[config.mk]
export PLATFORM = sky130hd
export DESIGN_NAME = tmr2_timer
export DESIGN_NICKNAME = d
export VERILOG_FILES = /design/src/tmr2_pkg.sv /design/src/tmr2_edge_if.sv /design/src/tmr2_edge.sv /design/src/tmr2_timer.sv
export SDC_FILE = /design/constraint.sdc
export NUM_CORES = 1
export LEC_CHECK = 0
export ABC_AREA = 1
export BUFFER_PORTS_ARGS = -buffer_cell sky130_fd_sc_hd__buf_2
export CORE_MARGIN = 2
export CORE_UTILIZATION = 30
export DETAILED_ROUTE_END_ITERATION = 10
export HOLD_SLACK_MARGIN = 0.12
export PLACE_DENSITY_LB_ADDON = 0.2
export SETUP_SLACK_MARGIN = 0.1
export SLEW_MARGIN = 20
export SYNTH_ARGS = -nofsm -noshare
export SYNTH_HDL_FRONTEND = slang
export SYNTH_HIERARCHICAL = 1
export SYNTH_SLANG_ARGS = --single-unit
[constraint.sdc]
create_clock -name clk_in -period 1.96 [get_ports clk_in]
set_input_delay 0.098 -clock clk_in [delete_from_list [all_inputs] [get_ports clk_in]]
set_output_delay 0.098 -clock clk_in [all_outputs]
set_load 0.01 [all_outputs]
[src/tmr2_pkg.sv]
package tmr2_pkg;
   localparam logic [7:0]  ADDR_CTRL       = 8'hC8;
   localparam logic [7:0]  ADDR_MODE       = 8'hCC;
   localparam logic [7:0]  ADDR_RELOAD_LO  = 8'hD0;
   localparam logic [7:0]  ADDR_RELOAD_HI  = 8'hD4;
   localparam logic [7:0]  ADDR_COUNT_LO   = 8'hD8;
   localparam logic [7:0]  ADDR_COUNT_HI   = 8'hDC;
   localparam logic [7:0]  ADDR_IRQ_EN     = 8'hE0;
   localparam int          BIT_OVF         = 7;
   localparam int          BIT_EXT         = 6;
   localparam int          BIT_RCLK        = 5;
   localparam int          BIT_TX_CLOCK_SELECT        = 4;
   localparam int          BIT_EXEN        = 3;
   localparam int          BIT_RUN         = 2;
   localparam int          BIT_CSRC        = 1;
   localparam int          BIT_CPRL        = 0;
   localparam int          BIT_DOWN_COUNT_ENABLE        = 0;
   localparam int          BIT_IRQ_EN      = 0;
   localparam logic [7:0]  CTRL_RESET      = 8'h00;
   localparam logic [15:0] COUNT_RESET     = 16'h0000;
   localparam logic [15:0] COUNT_TOP       = 16'hFFFF;
   localparam logic [3:0]  PHASES_PER_MC   = 4'hC;
   localparam logic [3:0]  SAMPLE_PHASE    = 4'h9;
   localparam logic [3:0]  UPDATE_PHASE    = 4'h4;
   localparam logic [3:0]  BAUD_DIVIDE     = 4'hF;
   typedef enum logic [3:0] {
      TMR2_OFF     = 4'b0001,
      TMR2_CAPTURE = 4'b0010,
      TMR2_RELOAD  = 4'b0100,
      TMR2_BAUD    = 4'b1000
   } tmr2_mode_e;
endpackage

[src/tmr2_edge_if.sv]
`timescale 1ns/10ps
interface tmr2_edge_if;
   logic sample_en;
   logic update_en;
   logic event_fall;
   logic trig_fall;
   logic trig_level;
   modport timer (output sample_en, output update_en, input event_fall, input trig_fall, input trig_level);
   modport edge_unit (input sample_en, input update_en, output event_fall, output trig_fall, output trig_level);
endinterface

[src/tmr2_edge.sv]
`timescale 1ns/10ps
module tmr2_edge (
   input  wire logic       clk_in,
   input  wire logic       rst_in,
   input  wire logic       event_input_in,
   input  wire logic       trigger_pin_in,
   tmr2_edge_if.edge_unit  eif
);
   logic evt_s_q;
   logic trg_s_q;
   logic evt_pend_q;
   logic trg_pend_q;
   logic evt_fall_q;
   logic trg_fall_q;

   // Pins are looked at only in the sample phase, so an edge needs two machine cycles to be seen.
   wire evt_seen = eif.sample_en & evt_s_q & ~event_input_in;
   wire trg_seen = eif.sample_en & trg_s_q & ~trigger_pin_in;

   always_ff @(posedge clk_in or posedge rst_in) begin
      if (rst_in) begin
         evt_s_q    <= 1'b0;
         trg_s_q    <= 1'b0;
         evt_pend_q <= 1'b0;
         trg_pend_q <= 1'b0;
         evt_fall_q <= 1'b0;
         trg_fall_q <= 1'b0;
      end else begin
         if (eif.sample_en) begin
            evt_s_q <= event_input_in;
            trg_s_q <= trigger_pin_in;
         end
         evt_pend_q <= evt_seen | (evt_pend_q & ~eif.update_en);
         trg_pend_q <= trg_seen | (trg_pend_q & ~eif.update_en);
         evt_fall_q <= eif.update_en & evt_pend_q;
         trg_fall_q <= eif.update_en & trg_pend_q;
      end
   end

   assign eif.event_fall = evt_fall_q;
   assign eif.trig_fall  = trg_fall_q;
   assign eif.trig_level = trg_s_q;
endmodule // tmr2_edge

[src/tmr2_timer.sv]
// Local design decisions: the register offsets and the APB register port.
`timescale 1ns/10ps
module tmr2_timer (
   input  wire logic        clk_in,
   input  wire logic        rst_in,
   input  wire logic        psel_in,
   input  wire logic        penable_in,
   input  wire logic        pwrite_in,
   input  wire logic [7:0]  paddr_in,
   input  wire logic [31:0] pwdata_in,
   input  wire logic        event_input_in,
   input  wire logic        trigger_pin_in,
   output logic [31:0]      prdata_out,
   output logic             pready_out,
   output logic             pslverr_out,
   output logic             irq_out,
   output logic             rx_baud_tick_out,
   output logic             tx_baud_tick_out
);
   // ****************************************
   // Phase divider
   // ****************************************
   tmr2_edge_if eif ();

   logic [3:0]  phase_q;
   logic        sample_q;
   logic        update_q;

   wire         last_phase = (phase_q == (tmr2_pkg::PHASES_PER_MC - 4'h1));
   wire [3:0]   phase_d    = last_phase ? 4'h0 : phase_q + 4'h1;

   always_ff @(posedge clk_in or posedge rst_in) begin
      if (rst_in) begin
         phase_q  <= 4'h0;
         sample_q <= 1'b0;
         update_q <= 1'b0;
      end else begin
         phase_q  <= phase_d;
         sample_q <= (phase_d == tmr2_pkg::SAMPLE_PHASE);
         update_q <= (phase_d == tmr2_pkg::UPDATE_PHASE);
      end
   end

   assign eif.sample_en = sample_q;
   assign eif.update_en = update_q;

   tmr2_edge u_edge (
      .clk_in         (clk_in),
      .rst_in         (rst_in),
      .event_input_in (event_input_in),
      .trigger_pin_in (trigger_pin_in),
      .eif            (eif)
   );

   // ****************************************
   // Registers
   // ****************************************
   logic [7:0]  ctrl_q;
   logic        down_count_enable_q;
   logic        irq_en_q;
   logic [15:0] reload_q;
   logic [15:0] count_q;
   logic [3:0]  baud_div_q;

   wire ovf_flag   = ctrl_q[tmr2_pkg::BIT_OVF];
   wire ext_flag   = ctrl_q[tmr2_pkg::BIT_EXT];
   wire rx_sel     = ctrl_q[tmr2_pkg::BIT_RCLK];
   wire tx_sel     = ctrl_q[tmr2_pkg::BIT_TX_CLOCK_SELECT];
   wire exen       = ctrl_q[tmr2_pkg::BIT_EXEN];
   wire run        = ctrl_q[tmr2_pkg::BIT_RUN];
   wire csrc       = ctrl_q[tmr2_pkg::BIT_CSRC];
   wire cprl       = ctrl_q[tmr2_pkg::BIT_CPRL];

   // ****************************************
   // Mode decode
   // ****************************************
   wire         baud_sel = rx_sel | tx_sel;
   tmr2_pkg::tmr2_mode_e mode;

   // Baud selection overrides the capture/reload select, which is ignored then.
   assign mode = !run     ? tmr2_pkg::TMR2_OFF     :
                 baud_sel ? tmr2_pkg::TMR2_BAUD    :
                 cprl     ? tmr2_pkg::TMR2_CAPTURE :
                            tmr2_pkg::TMR2_RELOAD;

   // ****************************************
   // Bus side
   // ****************************************
   logic        pready_q;
   logic        pslverr_q;
   logic [31:0] prdata_q;
   logic        irq_q;
   logic        rx_tick_q;
   logic        tx_tick_q;
   logic        state_q;

   wire         bus_access = psel_in & penable_in;
   wire         bus_commit = bus_access & pready_q;
   wire         bus_wr     = bus_commit & pwrite_in;
   wire         bus_first  = bus_access & ~pready_q;
   wire [7:0]   wbyte      = pwdata_in[7:0];

   wire         hit_ctrl   = (paddr_in == tmr2_pkg::ADDR_CTRL);
   wire         hit_mode   = (paddr_in == tmr2_pkg::ADDR_MODE);
   wire         hit_rl_lo  = (paddr_in == tmr2_pkg::ADDR_RELOAD_LO);
   wire         hit_rl_hi  = (paddr_in == tmr2_pkg::ADDR_RELOAD_HI);
   wire         hit_cnt_lo = (paddr_in == tmr2_pkg::ADDR_COUNT_LO);
   wire         hit_cnt_hi = (paddr_in == tmr2_pkg::ADDR_COUNT_HI);
   wire         hit_irq_en = (paddr_in == tmr2_pkg::ADDR_IRQ_EN);
   wire         hit_known  = hit_ctrl
                           | hit_mode
                           | hit_rl_lo
                           | hit_rl_hi
                           | hit_cnt_lo
                           | hit_cnt_hi
                           | hit_irq_en;

   // Replaces one byte of a sixteen-bit pair.
   function automatic logic [15:0] put_byte(
      input logic [15:0] word,
      input logic        high,
      input logic [7:0]  value
   );
      put_byte = high ? {value, word[7:0]} : {word[15:8], value};
   endfunction

   // ****************************************
   // Count step
   // ****************************************
   // Timer ticks come from the phase divider (in baud mode from state_q, every second clock), counter ticks from the edge unit.
   wire         slow_tick  = csrc ? eif.event_fall : update_q;
   wire         fast_tick  = csrc ? eif.event_fall : state_q;
   wire         trig_evt   = exen & eif.trig_fall;
   wire         count_up   = ~down_count_enable_q | eif.trig_level;
   wire         at_top     = (count_q == tmr2_pkg::COUNT_TOP);
   wire         at_reload  = (count_q == reload_q);
   wire [15:0]  count_inc  = count_q + 16'h0001;
   wire [15:0]  count_dec  = count_q - 16'h0001;

   logic [15:0] next_count;
   logic [15:0] next_reload;
   logic        set_ovf;
   logic        set_ext;
   logic        roll;

   always_comb begin
      next_count  = count_q;
      next_reload = reload_q;
      set_ovf     = 1'b0;
      set_ext     = 1'b0;
      roll        = 1'b0;
      case (mode)
         tmr2_pkg::TMR2_CAPTURE: begin
            if (slow_tick) begin
               next_count = count_inc;
               set_ovf    = at_top;
            end
            if (trig_evt) begin
               next_reload = count_q;
               set_ext     = 1'b1;
            end
         end
         tmr2_pkg::TMR2_RELOAD: begin
            if (slow_tick && count_up && at_top) begin
               next_count = reload_q;
               set_ovf    = 1'b1;
            end else if (slow_tick && count_up) begin
               next_count = count_inc;
            end else if (slow_tick && at_reload) begin
               next_count = tmr2_pkg::COUNT_TOP;
               set_ovf    = 1'b1;
            end else if (slow_tick) begin
               next_count = count_dec;
            end
            // With down-counting the trigger pin is a direction level, not an event.
            if (trig_evt && !down_count_enable_q) begin
               next_count = reload_q;
               set_ext    = 1'b1;
            end
         end
         tmr2_pkg::TMR2_BAUD: begin
            if (fast_tick && at_top) begin
               next_count = reload_q;
               roll       = 1'b1;
            end else if (fast_tick) begin
               next_count = count_inc;
            end
            if (trig_evt) begin
               set_ext = 1'b1;
            end
         end
         default: begin
            next_count = count_q;
         end
      endcase
   end

   // ****************************************
   // Register next values
   // ****************************************
   // Software writes land first; a hardware flag set in the same cycle wins.
   wire [7:0]   ctrl_w     = (bus_wr && hit_ctrl) ? wbyte : ctrl_q;
   logic [7:0]  ctrl_d;

   always_comb begin
      ctrl_d = ctrl_w;
      if (set_ovf && !baud_sel) begin
         ctrl_d[tmr2_pkg::BIT_OVF] = 1'b1;
      end
      if (set_ext) begin
         ctrl_d[tmr2_pkg::BIT_EXT] = 1'b1;
      end
   end

   wire [15:0]  count_w    = (bus_wr && hit_cnt_lo) ? put_byte(next_count, 1'b0, wbyte) : next_count;
   wire [15:0]  count_d    = (bus_wr && hit_cnt_hi) ? put_byte(count_w, 1'b1, wbyte) : count_w;
   wire [15:0]  reload_w   = (bus_wr && hit_rl_lo) ? put_byte(next_reload, 1'b0, wbyte) : next_reload;
   wire [15:0]  reload_d   = (bus_wr && hit_rl_hi) ? put_byte(reload_w, 1'b1, wbyte) : reload_w;

   // ****************************************
   // Baud divider
   // ****************************************
   // One divider serves both directions; each select only gates its own tick.
   wire         div_wrap   = roll & (baud_div_q == tmr2_pkg::BAUD_DIVIDE);
   wire [3:0]   baud_div_d = roll ? baud_div_q + 4'h1 : baud_div_q;
   wire         rx_tick_d  = div_wrap & rx_sel;
   wire         tx_tick_d  = div_wrap & tx_sel;

   // ****************************************
   // Read data and interrupt
   // ****************************************
   wire [7:0]   rd_byte    = hit_ctrl   ? ctrl_q :
                             hit_mode   ? {7'h00, down_count_enable_q} :
                             hit_rl_lo  ? reload_q[7:0] :
                             hit_rl_hi  ? reload_q[15:8] :
                             hit_cnt_lo ? count_q[7:0] :
                             hit_cnt_hi ? count_q[15:8] :
                             hit_irq_en ? {7'h00, irq_en_q} :
                                          8'h00;
   wire         irq_d      = irq_en_q & (ovf_flag | (ext_flag & ~down_count_enable_q));

   // ****************************************
   // Timer registers
   // ****************************************
   always_ff @(posedge clk_in or posedge rst_in) begin
      if (rst_in) begin
         ctrl_q     <= tmr2_pkg::CTRL_RESET;
         down_count_enable_q     <= 1'b0;
         irq_en_q   <= 1'b0;
         reload_q   <= tmr2_pkg::COUNT_RESET;
         count_q    <= tmr2_pkg::COUNT_RESET;
         baud_div_q <= 4'h0;
         state_q    <= 1'b0;
      end else begin
         ctrl_q     <= ctrl_d;
         reload_q   <= reload_d;
         count_q    <= count_d;
         baud_div_q <= baud_div_d;
         state_q    <= ~state_q;
         if (bus_wr && hit_mode) begin
            down_count_enable_q <= pwdata_in[tmr2_pkg::BIT_DOWN_COUNT_ENABLE];
         end
         if (bus_wr && hit_irq_en) begin
            irq_en_q <= pwdata_in[tmr2_pkg::BIT_IRQ_EN];
         end
      end
   end

   // ****************************************
   // Output registers
   // ****************************************
   // The slave answers one cycle into the access phase, with data already registered.
   always_ff @(posedge clk_in or posedge rst_in) begin
      if (rst_in) begin
         pready_q  <= 1'b0;
         pslverr_q <= 1'b0;
         prdata_q  <= 32'h00000000;
         irq_q     <= 1'b0;
         rx_tick_q <= 1'b0;
         tx_tick_q <= 1'b0;
      end else begin
         pready_q  <= bus_first;
         pslverr_q <= bus_first & ~hit_known;
         if (bus_first) begin
            prdata_q <= {24'h000000, rd_byte};
         end
         irq_q     <= irq_d;
         rx_tick_q <= rx_tick_d;
         tx_tick_q <= tx_tick_d;
      end
   end

   assign prdata_out       = prdata_q;
   assign pready_out       = pready_q;
   assign pslverr_out      = pslverr_q;
   assign irq_out          = irq_q;
   assign rx_baud_tick_out = rx_tick_q;
   assign tx_baud_tick_out = tx_tick_q;
endmodule // tmr2_timer
# Yosys cells after proc, flatten, opt, wreduce, memory -nomap -nowiden
# Index checks and enable logic that the tools add are counted.
# word_totals
regBits,72
inputBits,47
out_inout_bits,37
# op_classes
n_addsub,4
n_eq_ne,16
muxes,41
n_bitwise,37
n_reduce_logical,18
# ops
cell,count
two-way mux 16 bit,12
two-way mux 8 bit,9
"equality test 8 bit, second input constant",7
case mux 16 bit (3 select lines),1
bitwise AND 1 bit,19
"adder 16 x 1 -> 16 bit, second input constant",1
equality test 16 bit,1
"equality test 16 bit, second input constant",1
"equality test 4 bit, second input constant",4
"subtractor 16 x 1 -> 16 bit, second input constant",1
logical AND 1 bit,13
two-way mux 1 bit,13
two-way mux 4 bit,3
OR 1 bit,11
"adder 4 x 1 -> 4 bit, second input constant",2
"equality test 4 x 3 -> 1 bit, second input constant",2
inverter 1 bit,7
"equality test 4 x 2 -> 1 bit, second input constant",1
case mux 1 bit (2 select lines),2
nonzero test 2 bit,2
two-way mux 3 bit,1
logical NOT 1 bit,2
OR reduction 2 bit,1

# Depth between registers and ports, before layout
# Gate-level depths: netlist of the first run.
# logic_depth
word_depth,9
depth_mapped,15
mapped_depth_nobuf,14

# Cells and area by module
# Netlist of the first run, hierarchy kept.
# by_module_without_submodules
module,n_inst,cells_per_inst,area_each_um2
tmr2_timer,1,813,5489.0
tmr2_edge,1,26,230.2

# Worst setup path after synthesis of the first run
# OpenSTA, ideal clock, no wires.
# synth_timing
path_type,register to register
from,register count_q[1]
to,register count_q[12]
setup_time_ps,116
arrival_time_ps,1753
path_slack_ps,91
path_stages_with_launch,14
path_buffers,1
synth_period_minus_slack_ps,1869
path_cell_list,dfrtp_1 > ha_1 > nand2_1 > nor2_2 > nand3_2 > nor2_4 > nand4_4 > buf_6 > nand3_2 > nand2_1 > nor2_1 > nand3_1 > nand2_1 > nand2_1
# synth_via
elab_chain_len,8
word_cells_on_any_way,17
classes_between,add/sub (2); eq/ne (2); mux (10); reduce/logical (3)
# synth_lines
item,line,text
"start, declared",tmr2_timer.sv:62,logic [15:0] count_q;
"start signal, assigned",tmr2_timer.sv:251,count_q <= tmr2_pkg::COUNT_RESET;
"start signal, assigned",tmr2_timer.sv:257,count_q <= count_d;
subtractor 16 x 1 -> 16 bit / equality test 16 bit (equally long branches),"tmr2_timer.sv:138, tmr2_timer.sv:136",
two-way mux 16 bit / logical AND 1 bit (equally long branches),"tmr2_timer.sv:172, tmr2_timer.sv:169",
two-way mux 16 bit,tmr2_timer.sv:169,end else if (slow_tick && at_reload) begin
two-way mux 16 bit,tmr2_timer.sv:167,end else if (slow_tick && count_up) begin
two-way mux 16 bit,tmr2_timer.sv:164,if (slow_tick && count_up && at_top) begin
two-way mux 16 bit,tmr2_timer.sv:176,if (trig_evt && !down_count_enable_q) begin
case mux 16 bit (3 select lines) *,tmr2_timer.sv:152,case (mode)
two-way mux 16 bit *,tmr2_timer.sv:216,"wire [15:0] count_d = (bus_wr && hit_cnt_hi) ? put_byte(count_w, 1'b1, wbyte) : count_w;"
# Mark *: on every way between the ends. The rest lies on a longest branch, timed or not.
# A chain may end at the register's enable or synchronous reset.

# Worst setup path after layout of the first run
# layout_timing
from,register count_q[0]
to,register count_q[5]
# layout_via
elab_chain_len,9
word_cells_on_any_way,18
classes_between,add/sub (2); eq/ne (2); mux (11); reduce/logical (3)
# layout_lines
item,line,text
subtractor 16 x 1 -> 16 bit / equality test 16 bit (equally long branches),"tmr2_timer.sv:138, tmr2_timer.sv:136",
two-way mux 16 bit / logical AND 1 bit (equally long branches),"tmr2_timer.sv:172, tmr2_timer.sv:169",
two-way mux 16 bit,tmr2_timer.sv:169,
two-way mux 16 bit,tmr2_timer.sv:167,
two-way mux 16 bit,tmr2_timer.sv:164,
two-way mux 16 bit,tmr2_timer.sv:176,
case mux 16 bit (3 select lines) *,tmr2_timer.sv:152,
two-way mux 8 bit *,tmr2_timer.sv:215,"wire [15:0] count_w = (bus_wr && hit_cnt_lo) ? put_byte(next_count, 1'b0, wbyte) : next_count;"
two-way mux 16 bit *,tmr2_timer.sv:216,
# Marked as above.

==> impl_metrics.tcl, run 1 <==
set metrics [dict create \
    cts_tree "yes" \
    p_sw_share_pct 36.9 \
    irDropWorstVdd_v 0.000412 \
    num_rows 50 \
    finalCritPeriodShare_pct 97.5 \
    synth_warnings 6 \
    finalClockSkew_ps 9.02 \
    gr-usage-met3_pct 4.04 \
    hold_slack_ps 150 \
    antenna_found_initial 0 \
    p_comb_share_pct 32.5 \
    run_status "finished clean" \
    drcViolationCount 0 \
    top_usage_layer "met2" \
    gr-total-overflow 0 \
    drt-total-wl_mm 20.7 \
    layout.cells.most_common "nand2_1" \
    drt-wirelength-per-cell_um 17.1 \
    postRouteAntennaNets 0 \
    place_worst_setup_slack_ps -92.6 \
    ys_seq_elements 72 \
    setup_viol_count_final 0 \
    slew_headroom_pct 60.2 \
    critical_path_depth 13 \
    r2r_start "count_q[0]" \
    path_clk_slew_ps 70 \
    p_seq_share_pct 34.1 \
    grt_pass1_vias 5599 \
    arrival_ps 2150 \
    hold_viol_final 0 \
    ys_seq_area_share_pct 31.5 \
    clockRootBuffer "clkbuf_16" \
    grt_max_degree 26 \
    port_buffers 35 \
    track_usage_pct 21.3 \
    netlist_area_sq_um 5720 \
    place.gp.congestion 0.930 \
    period_needed_ps 1910 \
    drt_iter0_markers 529 \
    critPathRequiredTime_ps 2200 \
    async_flop_share_pct 100 \
    setup.worst_path.end_class "flip-flop" \
    worst_pin_slew_ps 596 \
    area_growth_pct 28.9 \
    r2r-end "count_q[5]" \
    antenna_cells 0 \
    hold_path.class "input port to flip-flop" \
    grt_pass1_wl_mm 32.3 \
    cpMostUsedCell "nand2_1" \
    final_layout_size_suffix_gt1_share_pct 25.9 \
    p_int_uw 3190 \
    clk_path_buf_depth 2 \
    use_met1_pct 30.0 \
    nNetsFinal 1025 \
    pwr_density_cell_nw_per_um2 687 \
    crit_chain "ha_4, nand2_4, nor2_4, nand3_2, nor2_4, nand4_4, buf_4, nand3_2, nand2_1, nor2_2, nand3_1, nand2_1, nand2_1" \
    vias_per_cell 4.89 \
    clkPwrFrac_pct 33.3 \
    start_util_pct 30.6 \
    crit_path_start "count_q[0]" \
    crit_fanout 6 \
    cp_slowest_cell "dfrtp_2" \
    synthFlopType "dfrtp_1" \
    layout_setup_ws_ps 49.8 \
    cts_buffers 9 \
    reg2regPathDepth 13 \
    synth_area_per_cell_sq_um 6.82 \
    core-area_sq_um 18700 \
    p_leak_uw 0.00367 \
    fmax_mhz 524 \
    critPathKind "flip-flop to flip-flop" \
    synth-edff-count 0 \
    crit_path_start_kind "flip-flop" \
    rsz0062_at_grt "yes" \
    syn_inst 839 \
    die_h_um 142 \
    crit_family "simple AND/OR/NAND/NOR gates" \
    vias 5930 \
    endpoint "count_q[5]" \
    rrSetupSlack_ps 50 \
    clk_latency_ps 350 \
    clock-sinks 72 \
    ios 84 \
    drv_cap 0 \
    cpPeakStageDelay_ps 400 \
    switchingPower_uw 1870 \
    dieArea_sq_um 20200 \
    hpwl_mm 16.2 \
    die_width_um 142 \
    yosysUniqueCellTypes 48 \
    path_buf_inv 1 \
    layout_common_cells "nand2_1, buf_4, nor2_1" \
    slew_viol_final 0 \
    met2_usage_pct 32.9 \
    dr.pass1.iters 6 \
    ctsHtreeMaxLevel 3 \
]
[layout make-up]
class / instances / area (sq um)
Multi-Input combinational cell: 638 / 3400
Fill cell: 1972 / 11300
Inverter: 100 / 405
Clock buffer: 9 / 225
Timing Repair Buffer: 152 / 1160
Clock inverter: 7 / 72.6
Sequential cell: 72 / 1810
Tap cell: 234 / 293
[cells in the mapped netlist, types with 6 or more instances]
| library cell | count | area (sq um) |
|---|---|---|
| nand2_1 | 234 | 878 |
| dfrtp_1 | 72 | 1800 |
| nor2_2 | 6 | 37.5 |
| xor2_1 | 24 | 210 |
| nand3_2 | 8 | 80.1 |
| a21oi_1 | 28 | 140 |
| inv_2 | 17 | 63.8 |
| inv_1 | 80 | 300 |
| a22oi_1 | 12 | 90.1 |
| nor2_1 | 95 | 357 |
| o21ai_0 | 34 | 170 |
| nand2_2 | 8 | 50.1 |
| buf_2 | 13 | 65.1 |
| nand3_1 | 78 | 390 |
| buf_4 | 32 | 240 |
| nand3b_1 | 6 | 45.0 |
| nor2_4 | 6 | 67.6 |
| nand4_1 | 13 | 81.3 |
| o211ai_1 | 7 | 52.6 |
[metal layers]
metal / routed length [um] / vias up / share of wire (%)
met3: 1210 / 29 / 5.9
met5: 0 / - / 0
met1: 9560 / 2775 / 46
li1: - / 2931 / -
met4: 583 / 0 / 2.8
met2: 9360 / 195 / 45
[worst register-to-register path, delay by kind of cell, from the launching register on]
family                   cells  cell delay [ps]
adder cells (fa/ha/maj)      1              160
buffers and inverters        1              220
flip-flops                   1              400
AND/OR/NAND/NOR             11             1020
[state kept, by name, indices dropped and copies added (netlist names), 4 cells and up]
name / count
baud_div_q: 4
count_q: 16
ctrl_q: 8
phase_q: 4
prdata_out: 8
reload_q: 16
[stage by stage]
| stage | util [%] | cells | setup TNS (ps) | instance area (sq um) | power (uW) |
|---|---|---|---|---|---|
| after CTS | 38.9 | 1208 | 0 | 7280 | 5060 |
| after floorplan | - | 862 | 0 | 5810 | 2670 |
| after global routing | 39.4 | 1212 | -857 | 7370 | 5340 |
| final | 39.4 | 1212 | 0 | 7370 | 5060 |
| after detailed placement | 35.5 | 1171 | -443 | 6640 | 3220 |
| after global placement | 35.5 | 1171 | -694 | 6640 | 3230 |
[power by group through the flow]
stage / combinational [uW] / clock (uW) / sequential [uW]
floorplan: 990 / 0 / 1680
CTS: 1600 / 1730 / 1730
detailed placement: 1480 / 0 / 1740
global route: 1810 / 1790 / 1740
global placement: 1490 / 0 / 1740
finish: 1650 / 1690 / 1730
[repair_timing]
action                     4_1_cts  5_1_grt
hold buffers                    12        0
resized for setup               44       17
cloned                           0        0
pin swaps                       17        8
setup buffers                    9        4
setup endpoints to repair       18       24
hold endpoints to repair        42        0
[logic make-up after synthesis]
group	count (synthesis)	synth area share [%]
muxes	1	0.197
other	1	0.0656
xor gates and xnor gates	29	4.44
adders and majority gates	5	1.09
AOI/OAI and AO/OA	107	11.3
buffers and inverters	152	13.2
DFF	72	31.5
and+or+nand+nor	472	38.2
[how the worst min path moves through the flow]
stage,endpoint,cells past startpoint,start
after floorplan,u_edge/eif.event_fall,1,rst_in
after global placement,u_edge/eif.trig_level,2,rst_in
after detailed placement,u_edge/eif.trig_level,2,rst_in
after CTS,down_count_enable_q,3,paddr_in[2]
after global routing,down_count_enable_q,3,paddr_in[2]
final,down_count_enable_q,3,paddr_in[2]
(Power assumes the default switching activity.)
==> inputs of run 2 (changes only) <==
ABC_AREA = 0   (was 1)
==> impl_metrics.tcl, run 2 <==
set metrics [dict create \
    slew_viol_final 0 \
    setup_viol_count_final 19 \
    grt_pass1_vias 5118 \
    clkPwrFrac_pct 47.4 \
    synth_warnings 6 \
    vias_per_cell 5.42 \
    cp_slowest_cell "or4_4" \
    p_int_uw 2600 \
    synth-edff-count 0 \
    ys_seq_elements 72 \
    grt_max_degree 37 \
    final_layout_size_suffix_gt1_share_pct 44.5 \
    fin_setup_tns_ps -1720 \
    core-area_sq_um 16400 \
    hold_path.class "input port to flip-flop" \
    drt-total-wl_mm 20.3 \
    critPathRequiredTime_ps 2180 \
    rsz0062_at_grt "yes" \
    synthFlopType "dfrtp_1" \
    ys_seq_area_share_pct 36.1 \
    async_flop_share_pct 100 \
    arrival_ps 2340 \
    drt-wirelength-per-cell_um 20.9 \
    die_h_um 133 \
    dieArea_sq_um 17700 \
    place.gp.congestion 0.933 \
    worstHoldStart "pwdata_in[0]" \
    dr.pass1.iters 5 \
    netlist_area_sq_um 5000 \
    p_comb_share_pct 8.7 \
    antenna_cells 0 \
    crit_fanout 6 \
    run_status "finished, violations left" \
    clk_latency_ps 340 \
    crit_chain "ha_2, nand4_1, or4_4, nor3b_4, buf_12, nor3_1, a211oi_1, a21oi_1" \
    ctsHtreeMaxLevel 3 \
    hpwl_mm 15.6 \
    cts_tree "yes" \
    critPathKind "flip-flop to flip-flop" \
    cpPeakStageDelay_ps 490 \
    vias 5276 \
    synthTopCellsByCount "dfrtp_1, nand2_1, a21oi_1" \
    crit_path_start "count_q[0]" \
    reg_top3 "count_q (16), reload_q (16)" \
    layout.cells.most_common "buf_4" \
    grt_pass1_wl_mm 30.6 \
    synth_top_cell_by_area "dfrtp_1" \
    finalClockSkew_ps 7.40 \
    period_needed_ps 2130 \
    clock-sinks 72 \
    crit_path_start_kind "flip-flop" \
    fin_total_pwr_uw 3440 \
    irDropWorstVdd_v 0.000409 \
    p_leak_uw 0.00311 \
    nNetsFinal 801 \
    hold_slack_ps 119 \
    num_rows 47 \
    drv_cap 0 \
    violations "negative setup slack" \
    hold_viol_final 0 \
    clk_path_buf_depth 2 \
    finalCritPeriodShare_pct 108 \
    yosys.area.top_type_share_pct 36.1 \
    port_buffers 35 \
    yosysUniqueCellTypes 64 \
    antenna_found_initial 0 \
    pwr_density_cell_nw_per_um2 454 \
    worst_pin_slew_ps 532 \
    area_growth_pct 51.6 \
    ios 84 \
    postRouteAntennaNets 0 \
    synthTopCellsByArea "dfrtp_1, xnor2_1, mux2i_1" \
    cts_buffers 9 \
    path_clk_slew_ps 60 \
    syn_inst 548 \
    clockRootBuffer "clkbuf_16" \
    slew_headroom_pct 64.3 \
    drcViolationCount 0 \
    drt_iter0_markers 446 \
    p_seq_share_pct 43.9 \
    synthMostInstantiatedCell "dfrtp_1" \
    layout_common_cells "buf_4, dfrtp_1, nand2_1, buf_2, nor2_1" \
    p_sw_share_pct 24.5 \
    fmax_mhz 470 \
    setup.worst_path.end_class "flip-flop" \
    start_util_pct 30.5 \
    synth_area_per_cell_sq_um 9.12 \
    die_width_um 133 \
    r2r_start "count_q[0]" \
    track_usage_pct 23.0 \
    switchingPower_uw 842 \
    gr-total-overflow 0 \
    layout_setup_ws_ps -166 \
]
[run 2: cell count changes after synthesis, moves of 10 or more]
cell,delta
inv_1,-61
nor3_1,+10
o22ai_1,+10
nor2_1,-62
xor2_1,-10
xnor2_1,+25
mux2i_1,+22
o21ai_0,-11
inv_2,-17
clkbuf_1,+29
nand3_1,-63
nand2_1,-197
[run 2: cells by family (layout without fill, tap and decap cells)]
family	after synthesis	in the layout	share of synthesized area [%]
muxes	40	40	10.2
and+or+nand+nor	163	163	17.6
adders and majority gates	5	5	1.25
buffers and inverters	79	261	7.94
xor gates and xnor gates	44	44	7.71
DFF	72	72	36.1
other	1	24	0.0751
AOI/OAI and AO/OA	144	144	19.2
[run 2: repair_timing]
action / 4_1_cts / 5_1_grt
hold endpoints to repair: 46 / 0
buffers inserted: 8 / 9
setup endpoints to repair: 31 / 39
pin swaps: 8 / 26
gates resized for setup: 39 / 70
hold buffers: 10 / 0
[run 2: per-layer routing]
layer  share of wire (%)  wire, um  global-route usage [%]
met1                  44      8980                    30.8
met2                  47      9530                    36.8
met3                 4.8       984                    3.60
met4                 4.2       847                    9.98
met5                   0         0                       0
[run 2: critical path, delay by kind of cell (launching register included)]
kind / cells / cell delay, ps
buf+inv: 1 / 170
simple gates: 4 / 930
flops: 1 / 380
compound gates: 2 / 290
fa+ha+maj: 1 / 220
[run 2: worst paths after layout]
kind	to	slack (ps)	depth (start not counted)
setup reg to reg	count_q[14]	-170	8
hold / removal	down_count_enable_q	120	3
setup / recovery	count_q[14]	-170	8
min in group asynchronous	u_edge/evt_pend_q	240	3
hold reg to reg	eif.update_en	440	1
max in group asynchronous	count_q[2]	890	5
[run 2: metrics by stage]
stage | util, % | instance area, sq um | worst slack [ps] | cells
floorplan | - | 5170 | -200 | 571
global placement | 39.9 | 6550 | -305 | 931
detailed placement | 39.9 | 6550 | -279 | 931
CTS | 43.8 | 7180 | -165 | 964
global route | 46.2 | 7580 | -248 | 973
finish | 46.2 | 7580 | -166 | 973
[run 2: power by group through the flow]
stage | combinational [uW] | clock (uW) | sequential (uW)
after global routing | 323 | 1720 | 1510
final | 298 | 1630 | 1510
after floorplan | 161 | 0 | 1540
after detailed placement | 266 | 0 | 1540
after CTS | 287 | 1660 | 1510
after global placement | 263 | 0 | 1540
[run 2: cell type report]
| class | count | area [sq um] |
|---|---|---|
| Multi-Input combinational cell | 420 | 3360 |
| Fill cell | 1573 | 8830 |
| Timing Repair Buffer | 227 | 1770 |
| Inverter | 19 | 76.3 |
| Clock inverter | 5 | 58.8 |
| Tap cell | 220 | 275 |
| Clock buffer | 10 | 229 |
| Sequential cell | 72 | 1810 |
